<file path="src/hdl/fans_consts.vh">
// Constants for the fan alarm status and nonvolatile transfer registers
`ifndef FANS_CONSTS_VH
`define FANS_CONSTS_VH
`define FANS_ADDR_W 8
`define FANS_DATA_W 8
`define FANS_OFF_STATUS 8'h5a
`define FANS_OFF_XFER 8'h5b
`define FANS_OFF_TEMP_CFG 8'h60
`define FANS_OFF_TACH_CFG 8'h61
`define FANS_BIT_RHA 3
`define FANS_BIT_REMOTE_OVERTEMP_ALARM 2
`define FANS_BIT_T2A 1
`define FANS_BIT_T1A 0
`define FANS_BIT_DIR 7
`define FANS_BLK_MSB 4
`define FANS_NBLK 5
`define FANS_XFER_RESET 8'h00
`define FANS_XFER_WMASK 8'h9f
`define FANS_CFG_RESET 8'h00
`define FANS_BLK_BYTES 5'h10
`endif

</file>
<file path="src/hdl/fans_tach_alarm.v">
// One tachometer channel alarm condition
`timescale 1ns/100ps
module fans_tach_alarm (
  input wire running_mode_i,
  input wire running_i,
  input wire [15:0] count_i,
  input wire [15:0] threshold_i,
  input wire count_valid_i,
  input wire overflow_i,
  input wire stopped_i,
  output wire fault_o
);
  // Slow fan: count above threshold; overflow or stall also count as fault
  wire pulse_fault;
  assign pulse_fault = (count_valid_i && (count_i > threshold_i)) ||
    overflow_i || stopped_i;
  assign fault_o = running_mode_i ? ~running_i : pulse_fault;
endmodule // fans_tach_alarm

</file>
<file path="src/hdl/fans_regs.v">
// Alarm status and nonvolatile transfer register bank
// Behaviour
// - Status bit 3 is set while remote temperature is above the high point.
// - Status bit 2 is set while remote temperature is above the overtemp point.
// - In pulse mode bit 1 is set while a valid channel 2 count is above threshold.
// - In pulse mode bit 0 is set while a valid channel 1 count is above threshold.
// - In pulse mode a tach alarm is set on low speed, no rotation or counter overflow.
// - In running-detect mode a tach alarm is set while the fan does not run.
// - Transfer bit 7 chooses direction: 0 stores volatile to nvm, 1 loads nvm.
// - Transfer bits 4..0 each select a 16-byte block from 00h up to 4Fh.
// - Reading the transfer register clears it to zero.
// - The transfer register resets to all zeros.
// - Reading status clears alarm bits; a still-present fault sets them again.
`timescale 1ns/100ps
`include "fans_consts.vh"
module fans_regs (
  input wire clk_i,
  input wire rst_n_i,
  input wire [7:0] addr_i,
  input wire [7:0] wdata_i,
  input wire wr_i,
  input wire rd_i,
  output reg [7:0] rdata_o,
  input wire signed [15:0] remote_temp_i,
  input wire signed [15:0] remote_high_sp_i,
  input wire signed [15:0] remote_ot_sp_i,
  input wire [15:0] tach_threshold_i,
  input wire [15:0] first_tach_count_i,
  input wire [15:0] second_tach_count_i,
  input wire first_tach_valid_i,
  input wire second_tach_valid_i,
  input wire first_tach_ovf_i,
  input wire second_tach_ovf_i,
  input wire first_tach_stop_i,
  input wire second_tach_stop_i,
  input wire first_tach_input_i,
  input wire second_tach_input_i,
  input wire first_running_mode_i,
  input wire second_running_mode_i,
  input wire first_run_level_i,
  input wire second_run_level_i,
  input wire nvm_ready_i,
  output reg nvm_start_o,
  output reg nvm_dir_o,
  output reg [6:0] nvm_base_o,
  input wire nvm_block_done_i,
  output wire nvm_busy_o,
  output wire [3:0] alarm_o
);
  // ==========================================================
  // Address decode
  function is_addr;
    input [7:0] a;
    input [7:0] off;
    begin
      is_addr = (a == off);
    end
  endfunction

  // ==========================================================
  // Alarm conditions
  wire first_fault;
  wire second_fault;
  wire [3:0] fault_now;
  fans_tach_alarm u_first (
    .running_mode_i(first_running_mode_i),
    .running_i(first_run_level_i),
    .count_i(first_tach_count_i),
    .threshold_i(tach_threshold_i),
    .count_valid_i(first_tach_valid_i),
    .overflow_i(first_tach_ovf_i),
    .stopped_i(first_tach_stop_i),
    .fault_o(first_fault)
  );
  fans_tach_alarm u_second (
    .running_mode_i(second_running_mode_i),
    .running_i(second_run_level_i),
    .count_i(second_tach_count_i),
    .threshold_i(tach_threshold_i),
    .count_valid_i(second_tach_valid_i),
    .overflow_i(second_tach_ovf_i),
    .stopped_i(second_tach_stop_i),
    .fault_o(second_fault)
  );
  assign fault_now[`FANS_BIT_RHA] =
    (remote_temp_i > remote_high_sp_i);
  assign fault_now[`FANS_BIT_REMOTE_OVERTEMP_ALARM] =
    (remote_temp_i > remote_ot_sp_i);
  assign fault_now[`FANS_BIT_T2A] = second_fault;
  assign fault_now[`FANS_BIT_T1A] = first_fault;

  // ==========================================================
  // Alarm status, latched and cleared on read
  reg [3:0] alarm_q;
  reg [3:0] alarm_d;
  wire rd_status;
  assign rd_status = rd_i && is_addr(addr_i, `FANS_OFF_STATUS);
  always @* begin
    // A fault present in the read cycle survives the clear
    alarm_d = (rd_status ? 4'h0 : alarm_q) | fault_now;
  end
  always @(posedge clk_i or negedge rst_n_i) begin
    if (!rst_n_i) begin
      alarm_q <= 4'h0;
    end else begin
      alarm_q <= alarm_d;
    end
  end
  assign alarm_o = alarm_q;

  // ==========================================================
  // Transfer control and block sequencer
  localparam ST_IDLE = 2'h0;
  localparam ST_REQ = 2'h1;
  localparam ST_WAIT = 2'h2;
  reg [7:0] xfer_q;
  reg [7:0] xfer_d;
  reg [4:0] pend_q;
  reg [4:0] pend_d;
  reg [2:0] blk_q;
  reg [2:0] blk_d;
  reg [1:0] st_q;
  reg [1:0] st_d;
  reg start_d;
  reg dir_d;
  reg [6:0] base_d;
  wire wr_xfer;
  wire rd_xfer;
  wire [4:0] wr_blocks;
  wire [2:0] next_blk;
  wire pend_empty;

  // Lowest set select bit first; an empty mask gives block 0
  function [2:0] lowest_blk;
    input [4:0] mask;
    integer k;
    begin
      lowest_blk = 3'h0;
      for (k = `FANS_NBLK - 1; k >= 0; k = k - 1) begin
        if (mask[k]) begin
          lowest_blk = k[2:0];
        end
      end
    end
  endfunction

  // Byte address of the first location of a block
  function [6:0] blk_base;
    input [2:0] blk;
    begin
      blk_base = {blk, 4'h0};
    end
  endfunction

  assign wr_xfer = wr_i && is_addr(addr_i, `FANS_OFF_XFER);
  assign rd_xfer = rd_i && is_addr(addr_i, `FANS_OFF_XFER);
  assign wr_blocks = wdata_i[`FANS_BLK_MSB:0];
  assign next_blk = lowest_blk(pend_q);
  assign pend_empty = (pend_q == 5'h00);
  assign nvm_busy_o = (st_q != ST_IDLE);

  // Register value: a write wins, a read empties it
  always @* begin
    xfer_d = xfer_q;
    if (wr_xfer) begin
      xfer_d = wdata_i & `FANS_XFER_WMASK;
    end else if (rd_xfer) begin
      xfer_d = 8'h00;
    end
  end

  always @* begin
    st_d = st_q;
    pend_d = pend_q;
    blk_d = blk_q;
    start_d = 1'b0;
    dir_d = nvm_dir_o;
    base_d = nvm_base_o;
    case (st_q)
      ST_IDLE: begin
        // Blocks latched at the write; writes made while busy update the register but start no transfer
        if (wr_xfer && (wr_blocks != 5'h00)) begin
          pend_d = wr_blocks;
          dir_d = wdata_i[`FANS_BIT_DIR];
          st_d = ST_REQ;
        end
      end
      ST_REQ: begin
        if (nvm_ready_i) begin
          blk_d = next_blk;
          base_d = blk_base(next_blk);
          pend_d[next_blk] = 1'b0;
          start_d = 1'b1;
          st_d = ST_WAIT;
        end
      end
      ST_WAIT: begin
        if (nvm_block_done_i) begin
          st_d = pend_empty ? ST_IDLE : ST_REQ;
        end
      end
      default: begin
        st_d = ST_IDLE;
      end
    endcase
  end

  always @(posedge clk_i or negedge rst_n_i) begin
    if (!rst_n_i) begin
      xfer_q <= `FANS_XFER_RESET;
    end else begin
      xfer_q <= xfer_d;
    end
  end

  always @(posedge clk_i or negedge rst_n_i) begin
    if (!rst_n_i) begin
      pend_q <= 5'h00;
      blk_q <= 3'h0;
      st_q <= ST_IDLE;
      nvm_start_o <= 1'b0;
      nvm_dir_o <= 1'b0;
      nvm_base_o <= 7'h00;
    end else begin
      pend_q <= pend_d;
      blk_q <= blk_d;
      st_q <= st_d;
      nvm_start_o <= start_d;
      nvm_dir_o <= dir_d;
      nvm_base_o <= base_d;
    end
  end

  // ==========================================================
  // Read data, valid the cycle after the strobe
  // Unmapped offsets read as zero so software sees no stale value
  function [7:0] read_mux;
    input [7:0] a;
    input [3:0] alarm;
    input [7:0] xfer;
    begin
      if (is_addr(a, `FANS_OFF_STATUS)) begin
        read_mux = {4'h0, alarm};
      end else if (is_addr(a, `FANS_OFF_XFER)) begin
        read_mux = xfer;
      end else begin
        read_mux = 8'h00;
      end
    end
  endfunction

  always @(posedge clk_i or negedge rst_n_i) begin
    if (!rst_n_i) begin
      rdata_o <= 8'h00;
    end else if (rd_i) begin
      rdata_o <= read_mux(addr_i, alarm_q, xfer_q);
    end else begin
      rdata_o <= 8'h00;
    end
  end
endmodule // fans_regs

</file>
<file path="config.mk">
export PLATFORM = sky130hd
export DESIGN_NAME = fans_regs
export DESIGN_NICKNAME = d
export VERILOG_FILES = /design/src/hdl/fans_tach_alarm.v /design/src/hdl/fans_regs.v
export VERILOG_INCLUDE_DIRS = /design/src /design/src/hdl
export SDC_FILE = /design/constraint.sdc
export NUM_CORES = 1
export LEC_CHECK = 0
export BUFFER_PORTS_ARGS = -buffer_cell sky130_fd_sc_hd__buf_4
export CAP_MARGIN = 20
export CORE_MARGIN = 1
export CORE_UTILIZATION = 43
export DETAILED_ROUTE_END_ITERATION = 6
export PLACE_DENSITY = 0.77
export RECOVER_POWER = 50
export SYNTH_ARGS = -nofsm -noshare
export SYNTH_HDL_FRONTEND = slang
export SYNTH_SLANG_ARGS = --single-unit
</file>
<file path="constraint.sdc">
create_clock -name clk_i -period 2.7 [get_ports clk_i]
set_input_delay 0.54 -clock clk_i [delete_from_list [all_inputs] [get_ports clk_i]]
set_output_delay 0.54 -clock clk_i [all_outputs]
set_load 0.005 [all_outputs]
</file>
==> flow_summary_export.csv <==
group,metric,value,unit
status,status,"finished, violations left",
status,violations,"capacitance limit, slew limit",
sta,timing.fmax,0.510,GHz
cells_and_area,fin_nets,676,
cells_and_area,area_delta_synth_final,41.9,%
cells_and_area,antenna_cells,0,
setup_path,critical_path.cell_chain,"buf_4 > ha_1 > a21oi_1 > o21ai_1 > a211o_1 > a311o_1 > mux2_4",
setup_path,cp_top_family,"compound AO/OA/AOI/OAI gates",
drt,drc,0,
floorplan,die_area,6910,um^2
clocking,clkSinkCount,28,
global_route,grt_max_degree,29,
sta,rsz0062_at_grt,"no",
setup_path,critPathKind,"in2reg",
clocking,path_clk_slew,0.10,ns
pwr,swShare,27.6,%
logic_synthesis,async_flop_share,100,%
pwr,p_leak,2.27,nW
sta,slew_viol_final,29,
clocking,hold_buffers,0,
sta,setup_viol,0,
pwr,pwr-share-comb,34.4,%
clocking,cts-htree-levels,1,
floorplan,die_h,83.1,um
setup_path,crit_required,2.87,ns
global_route,grt_use_met2,42.1,%
place,hpwl,6690,um
cells_and_area,drive_gt1_share,30.8,%
drt,wl_per_cell,13.6,um
sta,fin_crit_sh,72.6,%
pwr,p_switching,323,uW
cells_and_area,layoutNonFillerInstCount,558,
pwr,total_power,1.17,mW
floorplan,coreArea,6350,um^2
cells_and_area,register_area,701,um^2
sta,post-route-min-period,1.96,ns
place,placed_cell_area,3950,um^2
logic_synthesis,yosysMostFrequentCell,"ha_1",
place,gp_congestion,0.827,
pwr,powerDensity,291,nW/um^2
floorplan,start_util,44.6,%
logic_synthesis,syn_area_per_cell,8.35,um^2
sta,clock_skew,0.00303,ns
global_route,grt-ovfl-total,0,
global_route,grt_pass1_vias,3036,
drt,dr.first_iter.drc_count,107,
setup_path,cp_slowest_cell,"a311o_1",
clocking,clockRootBuffer,"clkbuf_8",
logic_synthesis,synth_edf_count,0,
pwr,p_seq_share,37.2,%
sta,hold_slack,0.475,ns
logic_synthesis,syn_area,2830,um^2
cells_and_area,num-fill-cells,552,
pwr,clock_power_share,28.4,%
place,numPortBuffers,141,
drt,dr.pass1.iters,5,
cells_and_area,design_area,4020,um^2
sta,finalSetupTns,0,ns
drt,num_vias,2963,
logic_synthesis,ys_types,44,
flow_run,max-cap-violations,1,
setup_path,cp.buffers_inverters,1,
clocking,numCtsBuffers,3,
logic_synthesis,synth_top_area_share,28.3,%
sta,relSlewSlack,-1.55,%
setup_path,critPathLaunchType,"input pin",
sta,worst_slew_pin_slew,1.52,ns
min_path,hold_class,"in2reg",
global_route,grt_pass1_wl,12800,um
logic_synthesis,synth_ff_type,"dfrtp_1",
drt,routed_wl,7610,um
global_route,grt_use_met1,25.1,%
clocking,cts_tree,"built",
setup_path,slowest_delay,0.34,ns
setup_path,endpoint_kind,"register",
setup_path,crit_fanout,2,
global_route,antenna_found_initial,0,
clocking,post-cts-setup-buffers,0,
floorplan,ioPinCount,152,
logic_synthesis,synthCells,339,
global_route,grt_util_met3,3.08,%
logic_synthesis,ys_ff_latch,28,
clocking,cts_resized,0,
logic_synthesis,synth.top_cells.by_area,"ha_1 28%, dfrtp_1 25%, inv_1 7.4%",
pwr,irDropWorstVdd,0.325,mV
cells_and_area,multi_input_area,1890,um^2
drt,drtAntennaViolNets,0,
place,dp_cells,554,
floorplan,fp.dieW,83.1,um
logic_synthesis,synth-seq-area-share,24.7,%
setup_path,cp_data_arrival_time,2.13,ns
global_route,grt_use_total,22.3,%
sta,hold_viol,0,
drt,vias_per_cell,5.31,
clocking,clockBufferDepth,2,
logic_synthesis,ys_top_cells_by_count,"64 x ha_1, 56 x inv_1, 38 x nand2_1, 29 x a21oi_1, 28 x dfrtp_1",
clocking,clk_latency,0.28,ns
pwr,intPower,848,uW
logic_synthesis,yosysWarnings,0,
global_route,grt.busiest_layer,"met2",
floorplan,fp-row-count,29,
logic_synthesis,synth_largest_area_cell,"ha_1",
-- worst paths after layout --
path	from	end	slack, ns	cells after the start
min reg2reg	xfer_q[2]	rdata_o[2]	0.49	2
max	remote_temp_i[7]	alarm_o[2]	0.74	7
max in group asynchronous	rst_n_i	xfer_q[7]	1.20	1
min in group asynchronous	rst_n_i	pend_q[0]	0.62	1
min	wdata_i[2]	pend_q[2]	0.47	3
max reg2reg	st_q[0]	pend_q[3]	1.07	4
-- worst reg2reg max path, stage by stage, from the launching register on --
cell	delay [ns]
dfrtp_1	0.40
nor2b_1	0.32
nand2_1	0.27
o31a_1	0.24
a221o_1	0.31
-- cell usage in the layout (no fill, tap or decap), types with 3 or more instances in the layout --
master / count
nor4_1: 5
nand2b_1: 3
a21oi_1: 29
and2_1: 3
o211ai_1: 3
conb_1: 6
inv_1: 56
nor2_1: 14
clkbuf_8: 3
nor2b_1: 6
nand4_1: 16
nand2_1: 38
nand3_1: 5
a22o_1: 5
buf_4: 133
a21o_1: 7
o31ai_1: 3
clkbuf_4: 7
a211oi_1: 3
dfrtp_1: 28
ha_1: 64
o21ai_0: 12
-- metal layers --
metal	vias up	part of all wire [%]
met5	-	0
met4	0	3.0
met3	19	5.8
met2	123	51
met1	1333	40
li1	1488	-
-- cell type report --
cell class | count | share of cell area (%)
well taps | 77 | 2.40
multi-input cells | 252 | 46.9
clock buffers | 3 | 1.03
repair buffers | 141 | 26.2
flip-flops and latches | 28 | 17.4
clock inverters | 1 | 0.747
inverters | 56 | 5.23
-- power groups by stage --
| stage | registers (mW) | logic [mW] | clock network (mW) |
|---|---|---|---|
| floorplan | 0.442 | 0.197 | 0 |
| global placement | 0.443 | 0.387 | 0 |
| detailed placement | 0.443 | 0.402 | 0 |
| CTS | 0.435 | 0.404 | 0.342 |
| global route | 0.437 | 0.457 | 0.352 |
| finish | 0.435 | 0.403 | 0.333 |
-- cell families after synthesis --
logic type                 count (synthesis)  synth area share, %
and+or+nand+nor                           99                 18.0
AOI/OAI and AO/OA                         81                 18.6
buffers and inverters                     64                 9.32
adders and majority gates                 64                 28.3
DFF                                       28                 24.7
muxes                                      2                0.928
other                                      1                0.132
-- flip-flops by register name (all words and copies together), names as in the netlist --
name and cells:
nvm_dir_o 1, nvm_start_o 1, xfer_q 6, st_q 2, alarm_o 4, rdata_o 6
nvm_base_o 3, pend_q 5
-- per-stage QoR --
| stage | util [%] | setup WS [ns] |
|---|---|---|
| after floorplan | - | 0.648 |
| after global placement | 62.2 | 0.451 |
| after detailed placement | 62.2 | 0.431 |
| after CTS | 63.3 | 0.738 |
| after global routing | 63.3 | 0.644 |
| final | 63.3 | 0.739 |
Power figures use the tool's default switching activity.
